File: src/verilog/pbr_pkg.sv
// Shared encodings and counts for the processor bus read path
package pbr_pkg;
    localparam logic [1:0] SIZE_LONG = 2'h0;
    localparam logic [1:0] SIZE_BYTE = 2'h1;
    localparam logic [1:0] SIZE_WORD = 2'h2;
    localparam logic [1:0] SIZE_LINE = 2'h3;
    localparam logic [1:0] FIRST_BEAT = 2'h0;
    localparam logic [1:0] LAST_BEAT = 2'h3;
    localparam logic [2:0] LINE_WORDS = 3'h4;
    localparam logic [2:0] SINGLE_WORDS = 3'h1;
    localparam int LINE_ADDR_LSB = 2;
    localparam int LINE_ADDR_MSB = 3;
    localparam int HALF_LINE_LSBS = 3;
    localparam int BUF_DEPTH = 2;
    localparam logic [1:0] BUF_FULL = 2'h2;
    localparam logic [31:0] RESET_WORD = 32'h0000_0000;

    typedef enum logic [2:0] {
        MST_IDLE = 3'h1,
        MST_START = 3'h2,
        MST_BEAT = 3'h4
    } pbr_mst_state_e;
endpackage

File: src/verilog/pbr_if.sv
// Bus wires between the read master and the memory slave
`timescale 1ns/100ps
interface pbr_if;
    logic busCycleStartStrobe;
    logic cycleInProgress;
    logic readWrite;
    logic [1:0] sizeBits;
    logic [31:0] addr;
    logic [1:0] transferType;
    logic [2:0] transferModifier;
    logic [1:0] userAttributeOutputs;
    logic cacheInhibitOut;
    logic [31:0] data;
    logic transferAck;
    logic burstInhibit;
    logic cacheInhibitIn;

    modport master (
        output busCycleStartStrobe,
        output cycleInProgress,
        output readWrite,
        output sizeBits,
        output addr,
        output transferType,
        output transferModifier,
        output userAttributeOutputs,
        output cacheInhibitOut,
        input data,
        input transferAck,
        input burstInhibit,
        input cacheInhibitIn
    );

    modport slave (
        input busCycleStartStrobe,
        input cycleInProgress,
        input readWrite,
        input sizeBits,
        input addr,
        input transferType,
        input transferModifier,
        input userAttributeOutputs,
        input cacheInhibitOut,
        output data,
        output transferAck,
        output burstInhibit,
        output cacheInhibitIn
    );
endinterface

File: src/verilog/pbr_master.sv
// Read-side bus master: single and line reads, burst and burst-inhibited
// How it works
// - Start strobe drops after the first clock
// - Slave places operand on lanes by size
// - First sample after start ends cycle on acknowledge
// - No acknowledge: discard data, wait, resample
// - Progress flag held if next request ready
// - Line is four aligned long words, any start
// - Slave wraps bits 3:2 within the line
// - Address steady in burst; slave acknowledges each word
// - Refused burst: three more long-word cycles
// - Burst-inhibited line stays locked and indivisible
// - Burst inhibit ignored after first word
// - Cache inhibit on first word latched, line completes
// - Cache inhibit ignored after first word
// - Low address bits copied, kept through line
// - Instruction-fetch lines start on half-line boundary
// - Line start: address, read, line size, strobe
// - Block-move noncachable line asserts cache inhibit out
// - Slave returns addressed word first, flags burst ability
// - First beat samples acknowledge and both inhibits
// - Inhibited line: master steps bits 3:2 itself
// - Zero-wait burst five clocks, inhibited eight
// - Later burst beats keep address, forward on acknowledge
`timescale 1ns/100ps
module pbr_master (
    input wire logic clk,
    input wire logic rst_b,
    input wire logic clkEn,
    pbr_if.master bus,
    input wire logic reqValid,
    output logic reqReady,
    input wire logic [31:0] reqAddr,
    input wire logic [1:0] reqSize,
    input wire logic reqLine,
    input wire logic reqFetch,
    input wire logic reqBlockMove,
    input wire logic reqNoCache,
    input wire logic [1:0] reqType,
    input wire logic [2:0] reqModifier,
    input wire logic [1:0] reqUserAttr,
    output logic rspValid,
    output logic [31:0] rspData,
    output logic rspCacheInhibit,
    output logic rspLast,
    output logic busLocked
);
    pbr_pkg::pbr_mst_state_e state_q;
    pbr_pkg::pbr_mst_state_e state_d;
    logic [31:0] addr_q;
    logic [1:0] size_q;
    logic line_q;
    logic inhib_q;
    logic cache_inhibit_out_q;
    logic [1:0] beat_q;
    logic [1:0] type_q;
    logic [2:0] mod_q;
    logic [1:0] userAttr_q;
    logic inProg_q;
    logic cacheInh_q;
    logic rspValid_q;
    logic [31:0] rspData_q;
    logic rspCacheInhibit_q;
    logic rspLast_q;
    logic ack;
    logic firstLineAck;
    logic lastBeat;
    logic finalAck;
    logic take;
    logic reStart;
    logic active;

    // Data is only looked at in the beat state; outside it the bus is not sampled
    assign ack = (state_q == pbr_pkg::MST_BEAT) && bus.transferAck;
    assign firstLineAck = ack && line_q && (beat_q == pbr_pkg::FIRST_BEAT);
    assign lastBeat = !line_q || (beat_q == pbr_pkg::LAST_BEAT);
    assign finalAck = ack && lastBeat;
    // A line never yields the bus between its long words
    assign reqReady = (state_q == pbr_pkg::MST_IDLE) || finalAck;
    assign take = reqValid && reqReady;
    // Burst inhibit counts only with the first acknowledge
    assign reStart = ack && line_q && !lastBeat
        && (inhib_q || ((beat_q == pbr_pkg::FIRST_BEAT) && bus.burstInhibit));
    assign active = (state_q != pbr_pkg::MST_IDLE);

    always_comb begin
        state_d = state_q;
        unique case (state_q)
            pbr_pkg::MST_IDLE: begin
                state_d = take ? pbr_pkg::MST_START : pbr_pkg::MST_IDLE;
            end
            pbr_pkg::MST_START: begin
                state_d = pbr_pkg::MST_BEAT;
            end
            pbr_pkg::MST_BEAT: begin
                if (finalAck) begin
                    state_d = take ? pbr_pkg::MST_START : pbr_pkg::MST_IDLE;
                end else if (reStart) begin
                    state_d = pbr_pkg::MST_START;
                end else begin
                    state_d = pbr_pkg::MST_BEAT;
                end
            end
            default: begin
                state_d = pbr_pkg::MST_IDLE;
            end
        endcase
    end

    always_ff @(posedge clk or negedge rst_b) begin
        if (!rst_b) begin
            state_q <= pbr_pkg::MST_IDLE;
        end else if (clkEn) begin
            state_q <= state_d;
        end
    end

    // Address and attributes stay put for a whole burst
    always_ff @(posedge clk or negedge rst_b) begin
        if (!rst_b) begin
            addr_q <= pbr_pkg::RESET_WORD;
            size_q <= pbr_pkg::SIZE_LONG;
            line_q <= 1'b0;
            cache_inhibit_out_q <= 1'b0;
            type_q <= 2'h0;
            mod_q <= 3'h0;
            userAttr_q <= 2'h0;
        end else if (clkEn) begin
            if (take) begin
                addr_q <= reqAddr;
                if (reqFetch && reqLine) begin
                    addr_q[pbr_pkg::HALF_LINE_LSBS-1:0] <= 3'h0;
                end
                size_q <= reqSize;
                line_q <= reqLine;
                cache_inhibit_out_q <= reqLine ? (reqBlockMove && reqNoCache) : 1'b1;
                type_q <= reqType;
                mod_q <= reqModifier;
                userAttr_q <= reqUserAttr;
            end else if (reStart) begin
                // Only bits 3:2 step; low bits keep the operand offset
                addr_q[pbr_pkg::LINE_ADDR_MSB:pbr_pkg::LINE_ADDR_LSB] <=
                    addr_q[pbr_pkg::LINE_ADDR_MSB:pbr_pkg::LINE_ADDR_LSB] + 2'h1;
            end
        end
    end

    always_ff @(posedge clk or negedge rst_b) begin
        if (!rst_b) begin
            beat_q <= pbr_pkg::FIRST_BEAT;
            inhib_q <= 1'b0;
            cacheInh_q <= 1'b0;
        end else if (clkEn) begin
            if (take) begin
                beat_q <= pbr_pkg::FIRST_BEAT;
                inhib_q <= 1'b0;
                cacheInh_q <= 1'b0;
            end else begin
                if (ack && !lastBeat) begin
                    beat_q <= beat_q + 2'h1;
                end
                if (firstLineAck) begin
                    inhib_q <= bus.burstInhibit;
                    cacheInh_q <= bus.cacheInhibitIn;
                end
            end
        end
    end

    // Held across back-to-back cycles, dropped the clock after the last one
    always_ff @(posedge clk or negedge rst_b) begin
        if (!rst_b) begin
            inProg_q <= 1'b0;
        end else if (clkEn) begin
            if (take) begin
                inProg_q <= 1'b1;
            end else if (finalAck) begin
                inProg_q <= 1'b0;
            end
        end
    end

    // Data is forwarded only with an acknowledge; other samples are dropped
    always_ff @(posedge clk or negedge rst_b) begin
        if (!rst_b) begin
            rspValid_q <= 1'b0;
            rspData_q <= pbr_pkg::RESET_WORD;
            rspCacheInhibit_q <= 1'b0;
            rspLast_q <= 1'b0;
        end else if (clkEn) begin
            rspValid_q <= ack;
            rspLast_q <= finalAck;
            if (ack) begin
                rspData_q <= bus.data;
                // Single reads never fill a cache, so the level is not used
                rspCacheInhibit_q <= firstLineAck ? bus.cacheInhibitIn
                    : (line_q && cacheInh_q);
            end
        end
    end

    assign bus.busCycleStartStrobe = (state_q == pbr_pkg::MST_START);
    assign bus.cycleInProgress = inProg_q;
    assign bus.readWrite = 1'b1;
    assign bus.addr = addr_q;
    assign bus.sizeBits = line_q ? (inhib_q ? pbr_pkg::SIZE_LONG : pbr_pkg::SIZE_LINE)
        : size_q;
    assign bus.transferType = type_q;
    assign bus.transferModifier = mod_q;
    assign bus.userAttributeOutputs = userAttr_q;
    assign bus.cacheInhibitOut = active && cache_inhibit_out_q;
    assign busLocked = active && line_q;
    assign rspValid = rspValid_q;
    assign rspData = rspData_q;
    assign rspCacheInhibit = rspCacheInhibit_q;
    assign rspLast = rspLast_q;
endmodule

File: src/flat_wrapper.sv
// flat-port wrapper written by rule: the top's interface ports become plain ports
module pbr_master_flat 
  (clk, rst_b, clkEn, reqValid, reqReady, reqAddr, reqSize, reqLine, reqFetch, reqBlockMove, reqNoCache, reqType, reqModifier, reqUserAttr, rspValid, rspData, rspCacheInhibit, rspLast, busLocked, bus_busCycleStartStrobe, bus_cycleInProgress, bus_readWrite, bus_sizeBits, bus_addr, bus_transferType, bus_transferModifier, bus_userAttributeOutputs, bus_cacheInhibitOut, bus_data, bus_transferAck, bus_burstInhibit, bus_cacheInhibitIn);
  pbr_if bus_i ();
  input wire logic clk;
  input wire logic rst_b;
  input wire logic clkEn;
  input wire logic reqValid;
  output logic reqReady;
  input wire logic [31:0] reqAddr;
  input wire logic [1:0] reqSize;
  input wire logic reqLine;
  input wire logic reqFetch;
  input wire logic reqBlockMove;
  input wire logic reqNoCache;
  input wire logic [1:0] reqType;
  input wire logic [2:0] reqModifier;
  input wire logic [1:0] reqUserAttr;
  output logic rspValid;
  output logic [31:0] rspData;
  output logic rspCacheInhibit;
  output logic rspLast;
  output logic busLocked;
  output wire logic [$bits(bus_i.busCycleStartStrobe)-1:0] bus_busCycleStartStrobe;
  output wire logic [$bits(bus_i.cycleInProgress)-1:0] bus_cycleInProgress;
  output wire logic [$bits(bus_i.readWrite)-1:0] bus_readWrite;
  output wire logic [$bits(bus_i.sizeBits)-1:0] bus_sizeBits;
  output wire logic [$bits(bus_i.addr)-1:0] bus_addr;
  output wire logic [$bits(bus_i.transferType)-1:0] bus_transferType;
  output wire logic [$bits(bus_i.transferModifier)-1:0] bus_transferModifier;
  output wire logic [$bits(bus_i.userAttributeOutputs)-1:0] bus_userAttributeOutputs;
  output wire logic [$bits(bus_i.cacheInhibitOut)-1:0] bus_cacheInhibitOut;
  input wire logic [$bits(bus_i.data)-1:0] bus_data;
  input wire logic [$bits(bus_i.transferAck)-1:0] bus_transferAck;
  input wire logic [$bits(bus_i.burstInhibit)-1:0] bus_burstInhibit;
  input wire logic [$bits(bus_i.cacheInhibitIn)-1:0] bus_cacheInhibitIn;
  assign bus_busCycleStartStrobe = bus_i.busCycleStartStrobe;
  assign bus_cycleInProgress = bus_i.cycleInProgress;
  assign bus_readWrite = bus_i.readWrite;
  assign bus_sizeBits = bus_i.sizeBits;
  assign bus_addr = bus_i.addr;
  assign bus_transferType = bus_i.transferType;
  assign bus_transferModifier = bus_i.transferModifier;
  assign bus_userAttributeOutputs = bus_i.userAttributeOutputs;
  assign bus_cacheInhibitOut = bus_i.cacheInhibitOut;
  assign bus_i.data = bus_data;
  assign bus_i.transferAck = bus_transferAck;
  assign bus_i.burstInhibit = bus_burstInhibit;
  assign bus_i.cacheInhibitIn = bus_cacheInhibitIn;
  pbr_master u_core (.clk(clk), .rst_b(rst_b), .clkEn(clkEn), .bus(bus_i), .reqValid(reqValid), .reqReady(reqReady), .reqAddr(reqAddr), .reqSize(reqSize), .reqLine(reqLine), .reqFetch(reqFetch), .reqBlockMove(reqBlockMove), .reqNoCache(reqNoCache), .reqType(reqType), .reqModifier(reqModifier), .reqUserAttr(reqUserAttr), .rspValid(rspValid), .rspData(rspData), .rspCacheInhibit(rspCacheInhibit), .rspLast(rspLast), .busLocked(busLocked));
endmodule
File: config.mk
export PLATFORM = sky130hd
export DESIGN_NAME = pbr_master_flat
export DESIGN_NICKNAME = d
export VERILOG_FILES = /design/src/verilog/pbr_pkg.sv /design/src/verilog/pbr_if.sv /design/src/verilog/pbr_master.sv /design/src/flat_wrapper.sv
export SDC_FILE = /design/constraint.sdc
export NUM_CORES = 1
export LEC_CHECK = 0
export BUFFER_PORTS_ARGS = -buffer_cell sky130_fd_sc_hd__buf_2
export CAP_MARGIN = 20
export CORE_MARGIN = 2
export CORE_UTILIZATION = 43
export DETAILED_ROUTE_END_ITERATION = 10
export PLACE_DENSITY = 0.87
export SETUP_SLACK_MARGIN = 0.1
export SKIP_CTS_REPAIR_TIMING = 1
export SYNTH_ARGS = -nofsm -noshare
export SYNTH_HDL_FRONTEND = slang
export SYNTH_SLANG_ARGS = --single-unit
File: constraint.sdc
create_clock -name clk -period 1.8 [get_ports clk]
set_clock_uncertainty 0.2 [all_clocks]
set_input_delay 0.18 -clock clk [delete_from_list [all_inputs] [get_ports clk]]
set_output_delay 0.18 -clock clk [all_outputs]
set_load 0.1 [all_outputs]
# --- After elaboration in Yosys (flattened, before gate mapping) ---
# Index checks and enable logic that the tools add are counted.
word_totals:
  in_bits: 84
  reg_bits: 86
  elab_cells: 73
classes:
  muxes: 19
  add_sub_neg: 2
  n_reduce_logical: 30
  n_eq_ne: 5
ops:
  columns: ["operator", "count"]
  rows:
  - ["$logic_and A1 B1 Y1", 14]
  - ["$mux W2", 7]
  - ["$reduce_and A2 Y1", 6]
  - ["$mux W3", 3]
  - ["$pmux W3 S3", 1]
  - ["$mux W1", 8]
  - ["$reduce_bool A2 Y1", 4]
  - ["$add A2 B1 Y2 const B", 2]
  - ["$eq A3 B1 Y1 const B", 1]
  - ["$eq A3 B2 Y1 const B", 1]
  - ["$eq A3 B3 Y1 const B", 1]
  - ["$logic_or A1 B1 Y1", 3]
  - ["$ne A3 B1 Y1 const B", 1]
  - ["$eq A2 B2 Y1 const B", 1]
  - ["$logic_not A1 Y1", 2]
  - ["$logic_not A2 Y1", 1]

# --- Logic depth before layout (Yosys ltp) ---
# Gate-level depths: netlist of run 1.
depth:
  word_depth: 8
  depth_mapped: 6

# --- Worst setup path after synthesis of run 1 ---
# OpenSTA, ideal clock, no wires.
synth_timing:
  path_type: "register to output"
  start: "register u_core.state_q[2]"
  end: "output busLocked"
  slack_ns: -1.347
  stages_incl_launch_ff: 3
  n_path_buf: 0
  t_arrival_ns: 2.767
  required_ns: 1.420
  cell_sequence: "dfrtp_1 > nor2b_2 > a21boi_0"
synth_via:
  elab_chain_len: 2
synth_rtl:
  columns: ["item", "line", "source"]
  rows:
  - ["from (decl)", "pbr_master.sv:48", "pbr_pkg::pbr_mst_state_e state_q;"]
  - ["from (signal assigned)", "pbr_master.sv:112", "state_q <= pbr_pkg::MST_IDLE;"]
  - ["from (signal assigned)", "pbr_master.sv:114", "state_q <= state_d;"]
  - ["$ne A3 B1 Y1", "pbr_master.sv:84", "assign active = (state_q != pbr_pkg::MST_IDLE);"]
  - ["$logic_and A1 B1 Y1", "pbr_master.sv:212", "assign busLocked = active && line_q;"]
  - ["to (decl)", "flat_wrapper.sv:23", "output logic busLocked;"]
# Every way passes these cells.

# --- Worst setup path in the final report of run 1 ---
layout_timing:
  start: "register u_core.beat_q[1]"
  end: "register u_core.addr_q[26] (netlist: u_core.bus.addr[26])"
layout_via:
  elab_chain_len: 6
layout_rtl:
  columns: ["item", "line", "source"]
  rows:
  - ["from (decl)", "pbr_master.sv:55", "logic [1:0] beat_q;"]
  - ["from (signal assigned)", "pbr_master.sv:150", "beat_q <= pbr_pkg::FIRST_BEAT;"]
  - ["from (signal assigned)", "pbr_master.sv:155", "beat_q <= pbr_pkg::FIRST_BEAT;"]
  - ["from (signal assigned)", "pbr_master.sv:160", "beat_q <= beat_q + 2'h1;"]
  - ["$eq A2 B2 Y1", "pbr_master.sv:76", "assign lastBeat = !line_q || (beat_q == pbr_pkg::LAST_BEAT);"]
  - ["$logic_or A1 B1 Y1", "pbr_master.sv:76", null]
  - ["$logic_and A1 B1 Y1", "pbr_master.sv:77", "assign finalAck = ack && lastBeat;"]
  - ["$logic_or A1 B1 Y1", "pbr_master.sv:79", "assign reqReady = (state_q == pbr_pkg::MST_IDLE) || finalAck;"]
  - ["$logic_and A1 B1 Y1", "pbr_master.sv:80", "assign take = reqValid && reqReady;"]
  - ["$reduce_and A2 Y1 (no line)", null, null]
  - ["to (signal assigned)", "pbr_master.sv:121", "addr_q <= pbr_pkg::RESET_WORD;"]
  - ["to (signal assigned)", "pbr_master.sv:130", "addr_q <= reqAddr;"]
  - ["to (signal, indexed assignment)", "pbr_master.sv:142", "addr_q[pbr_pkg::LINE_ADDR_MSB:pbr_pkg::LINE_ADDR_LSB] <="]
  - ["to (decl)", "pbr_master.sv:50", "logic [31:0] addr_q;"]
# Every way passes these cells.
# A chain may end at the register's enable or synchronous reset.

==> impl_metrics.ini, run 1 <==
[worst_setup_path]
critPathRequiredTime_ps = 1830
cp.arrival_ps = 2030
end_kind = flip-flop
critPathLaunchType = flip-flop
crit_type = flip-flop to flip-flop
worst-path-max-fanout = 7

[run_status]
run_status = finished, violations left
violations = setup timing

[drt]
drtIter0Drc = 124
drc_errors = 0
final_antenna_net_count = 0
wl_per_cell_um = 17.3
wirelength_um = 11100
vias = 3114
avgViaCountPerCell = 4.85
drtPass1Iterations = 4

[finish]
drive_above_1_share_pct = 59.4
area_growth_syn_to_layout_pct = 68.9
fillers = 515
final_net_count = 615
antennaDiodeCount = 0
final_cell_mix = 157 x buf_2, 82 x dfrtp_1, 80 x dlygate4sd3_1
fin_util_pct = 73.8
final_common_cell = buf_2

[global_route]
antenna_found_initial = 0
grt_usage_pct = 17.9
gr-total-overflow = 0
grt_max_degree = 42
grt_pass1_wl_um = 13700
grt_pass1_vias = 2809

[logic_synthesis]
synth_cells = 247
seq_area_frac_synth_pct = 57.3
synth_seq_cells = 86
yosysWarnings = 0
synthSimpleGateAreaFrac_pct = 5.26
synth.distinct_cells = 43
synth_enable_flop_cells = 0
synth_xor_area_share_pct = 0.233
synthAdderAreaFrac_pct = 0.666
synth_compound_area_share_pct = 5.73
synth_top_family_by_area = multiplexers
synthArstFlopShare_pct = 100
ys.flop_type = dfrtp_1
syn_avg_cell_area_um2 = 15.2
synth_mux_area_share_pct = 26.0
syn_area_um2 = 3750
syn-num-nets = 333

[place]
dpl.hpwl_um = 6370
io_buffers = 164
gp_congestion = 0.889

[sta]
max_freq_mhz = 499
slew_violations = 0
finalSetupViolations = 84
hold_viol = 0
fin_crit_sh_pct = 111
worst_hold_slack_ps = 49.6
worst_slew_pin_slew_ps = 513
setup_slack_ps = -205
fin_crit_ps = 2000
relSlewSlack_pct = 65.8
rsz0062_at_grt = yes

[clocking]
cts-buffers-inserted = 9
htreeDepth = 3
cts_root_buf = clkbuf_8
cts.sink_count = 86
clk_pin_slew_ps = 90
cts_tree = built
worst_skew_pair.late_latency_ps = 330
clock_path_buffers = 2

[floorplan]
ios = 166
core_um2 = 8590
fp.dieW_um = 97.4
initial_utilization_pct = 43.7
rows = 34
dieArea_um2 = 9500
die_h_um = 97.4

[run]
max_cap_violations = 0

[worst_hold_path]
hold_path.class = primary input to flip-flop
## path summary, 6_finish.rpt
path	start	end	slack (ps)	cells past startpoint
setup / recovery	u_core.beat_q[1]	u_core.bus.addr[26]	-200	8
hold / removal	clkEn	u_core.state_q[1]	50	3
setup reg to reg	u_core.beat_q[1]	u_core.bus.addr[26]	-200	8
hold reg to reg	u_core.rspCacheInhibit	u_core.rspCacheInhibit	300	2
max in group asynchronous	rst_b	u_core.rspData[10]	720	3
min in group asynchronous	rst_b	u_core.rspData[14]	120	2
## stage by stage
step                      instances  setup TNS, ps  cell area, um2  setup slack, ps
after global placement          532          -1020            5030            -40.9
after CTS                       548          -5090            5240             -291
after floorplan                 247          -2970            3910            -74.7
after global routing            642         -13550            6340             -253
after detailed placement        532          -3280            5030             -107
final                           642         -10000            6340             -205
## sequential cells by signal (all words and copies together) (netlist names), 2 cells and up
name / flops
u_core.beat_q: 2
u_core.bus.addr: 32
u_core.bus.transferModifier: 3
u_core.bus.transferType: 2
u_core.bus.userAttributeOutputs: 2
u_core.rspData: 32
u_core.size_q: 2
u_core.state_q: 3
## metal layers
layer	part of all wire, %	track usage, %	vias up	wire (um)
met4	1.7	6.30	0	188
met1	41	23.6	1509	4510
met2	52	29.3	154	5750
met3	6.0	4.03	22	669
li1	-	-	1429	-
met5	0	0	-	0
## synth_stat cells (3+ instances only)
master | instances | area (um2)
buf_12 | 4 | 80.1
nor2b_1 | 3 | 18.8
mux2_2 | 31 | 349
nand2_1 | 9 | 33.8
dfrtp_1 | 85 | 2130
mux2i_1 | 3 | 30.0
o21ai_0 | 9 | 45.0
nand2b_1 | 4 | 25.0
buf_6 | 4 | 45.0
inv_1 | 9 | 33.8
a21boi_0 | 3 | 22.5
mux2_4 | 39 | 586
nor2_1 | 5 | 18.8
## area by class of cell
cell class                 instances  area (um2)  area share [%]
multi-input combinational        141        1640            25.9
sequential                        86        2160            34.0
clock inverter                     6        70.1            1.10
tap                              108         135            2.13
clock buffer                      10         138            2.17
timing repair buffer             282        2160            34.1
inverter                           9        33.8           0.533
## kinds of logic (layout without fill, tap and decap cells)
group,Yosys count,count (layout)
buf+inv,20,307
fa+ha+maj,2,2
simple gates,33,33
xor+xnor,1,1
compound gates,30,30
other cells,1,1
flops,86,86
mux,74,74
## critical path, cell delays in order (launching register included)
cell and delay (ps):
dfrtp_1 420, ha_4 180, nand2b_4 150, a31oi_4 180, buf_6 130, nor2_4 40
buf_12 140, clkbuf_16 160, mux2_4 300
Power of run 1 is not shown: default switching activity piles up to over one toggle a cycle in this logic, so the estimate is an artifact.
==> inputs of run 2 (changes only) <==
--- a/config.mk
+++ b/config.mk
@@ -10,9 +10,11 @@
 export CORE_MARGIN = 2
 export CORE_UTILIZATION = 43
 export DETAILED_ROUTE_END_ITERATION = 10
+export MAX_ROUTING_LAYER = met4
 export PLACE_DENSITY = 0.87
 export SETUP_SLACK_MARGIN = 0.1
 export SKIP_CTS_REPAIR_TIMING = 1
 export SYNTH_ARGS = -nofsm -noshare
 export SYNTH_HDL_FRONTEND = slang
 export SYNTH_SLANG_ARGS = --single-unit
+export TNS_END_PERCENT = 50
==> impl_metrics.ini, run 2 (synthesis gave the netlist of run 1 again) <==
[drt]
drtIter0Drc = 141
vias = 3075
wl_per_cell_um = 17.1
wirelength_um = 11000
drtPass1Iterations = 4
avgViaCountPerCell = 4.80
final_antenna_net_count = 0
drc_errors = 0

[worst_setup_path]
worst-path-max-fanout = 4
worstReg2RegEnd = u_core.bus.addr[3]
critical-path-top-delay-family = flip-flops
cp.arrival_ps = 1610
critPathRequiredTime_ps = 1420
cp.buffers_inverters = 2
critPathLaunchType = flip-flop
critPathCapture = reqReady
cp-startpoint = u_core.beat_q[0]
crit_cells = 6
rr_worst_depth = 6
cpMaxStageDelayCell = dfrtp_1
cpPeakStageDelay_ps = 390
end_kind = output port
rrSetupSlack_ps = -160
crit_type = flip-flop to output port
cp_cell_sequence = ha_2 > nand2b_4 > a31oi_4 > buf_6 > nor2_4 > buf_12
r2r_start = u_core.state_q[0]

[finish]
final_common_cell = buf_2
fillers = 574
multiInputGateArea_um2 = 1570
drive_above_1_share_pct = 57.6
seq_area_um2 = 2150
antennaDiodeCount = 0
final_cell_mix = 157 x buf_2, 84 x dfrtp_1, 80 x dlygate4sd3_1
area_growth_syn_to_layout_pct = 65.2
final_net_count = 614

[place]
dpl.hpwl_um = 6160
pre_cts_ws_ps = -180
io_buffers = 164
gp_congestion = 0.866

[global_route]
grt_pass1_vias = 2752
grt_pass1_wl_um = 13500
grt_usage_pct = 18.1
grt_max_degree = 41
gr-total-overflow = 0
antenna_found_initial = 0

[sta]
max_freq_mhz = 502
slew_violations = 0
fin_crit_ps = 1990
hold_viol = 0
worst_hold_slack_ps = 20.1
setup_slack_ps = -191
rsz0062_at_grt = yes
fin_crit_sh_pct = 111
finalSetupViolations = 55

[floorplan]
fp.dieW_um = 97.4
rows = 34
ios = 166
dieArea_um2 = 9500
core_um2 = 8590
die_h_um = 97.4
initial_utilization_pct = 43.7

[clocking]
cts-buffers-inserted = 9
clk_pin_slew_ps = 90
clock_path_buffers = 2
worst_skew_pair.late_latency_ps = 340
cts_root_buf = clkbuf_8
cts.sink_count = 86
htreeDepth = 3
cts_tree = built

[run]
max_cap_violations = 0

[run_status]
violations = setup timing
run_status = finished, violations left

[worst_hold_path]
hold_path.class = primary input to flip-flop
==> run 2: cell count changes in the layout (fill, tap and decap cells not counted), moves of 2 or more <==
cell,before,now
a31o_4,2,0
dfrtp_1,82,84
o21ai_1,1,3
mux2_2,5,13
and2_4,1,3
a31o_2,0,2
mux2_4,66,58
buf_6,10,5
o21ai_2,5,2
dfrtp_2,3,1
clkinv_2,0,2
buf_4,20,22
==> run 2: how the worst min path moves through the flow <==
stage                    start                  to  slack (ps)  depth (start not counted)
3_5_place_dp             rst_b   u_core.rspData[3]         -30                          1
3_3_place_gp             rst_b   u_core.rspData[3]         -30                          1
6_report       bus_transferAck   u_core.state_q[2]          20                          4
2_1_floorplan            rst_b    u_core.beat_q[0]        -320                          0
4_1_cts                  rst_b  u_core.rspData[21]        -410                          1
5_1_grt                  clkEn   u_core.state_q[0]          10                          3
==> run 2: cell type report <==
class                      count  area share [%]
tap                          108            2.18
clock buffer                   9            2.00
inverter                       9           0.545
multi-input combinational    143            25.2
timing repair buffer         279            34.1
clock inverter                 7            1.17
sequential                    86            34.7
==> run 2: through the flow <==
stage          instance area, um2  util (%)  std cells  TNS, ps
2_1_floorplan                3870         -        247    -4460
3_3_place_gp                 4930      57.3        525    -3610
3_5_place_dp                 4930      57.3        525    -6420
4_1_cts                      5120      59.6        541    -7720
5_1_grt                      6200      72.2        641    -8300
6_report                     6200      72.2        641    -4720
==> run 2: per-layer routing <==
| metal | up-vias | global-route usage (%) | part of all wire [%] | wire length, um |
|---|---|---|---|---|
| met2 | 136 | 28.5 | 51 | 5560 |
| li1 | 1433 | - | - | - |
| met4 | 0 | 5.13 | 1.9 | 208 |
| met3 | 19 | 4.17 | 5.5 | 603 |
| met1 | 1487 | 23.7 | 42 | 4630 |
| met5 | - | - | 0 | 0 |
==> run 2: tightest hold or removal path, delay by kind of cell <==
family / cells / cell delay, ps
AOI/OAI and AO/OA: 1 / 100
and+or+nand+nor: 2 / 140
buffers and inverters: 1 / 110
Power of run 2 is left out for the same reason.
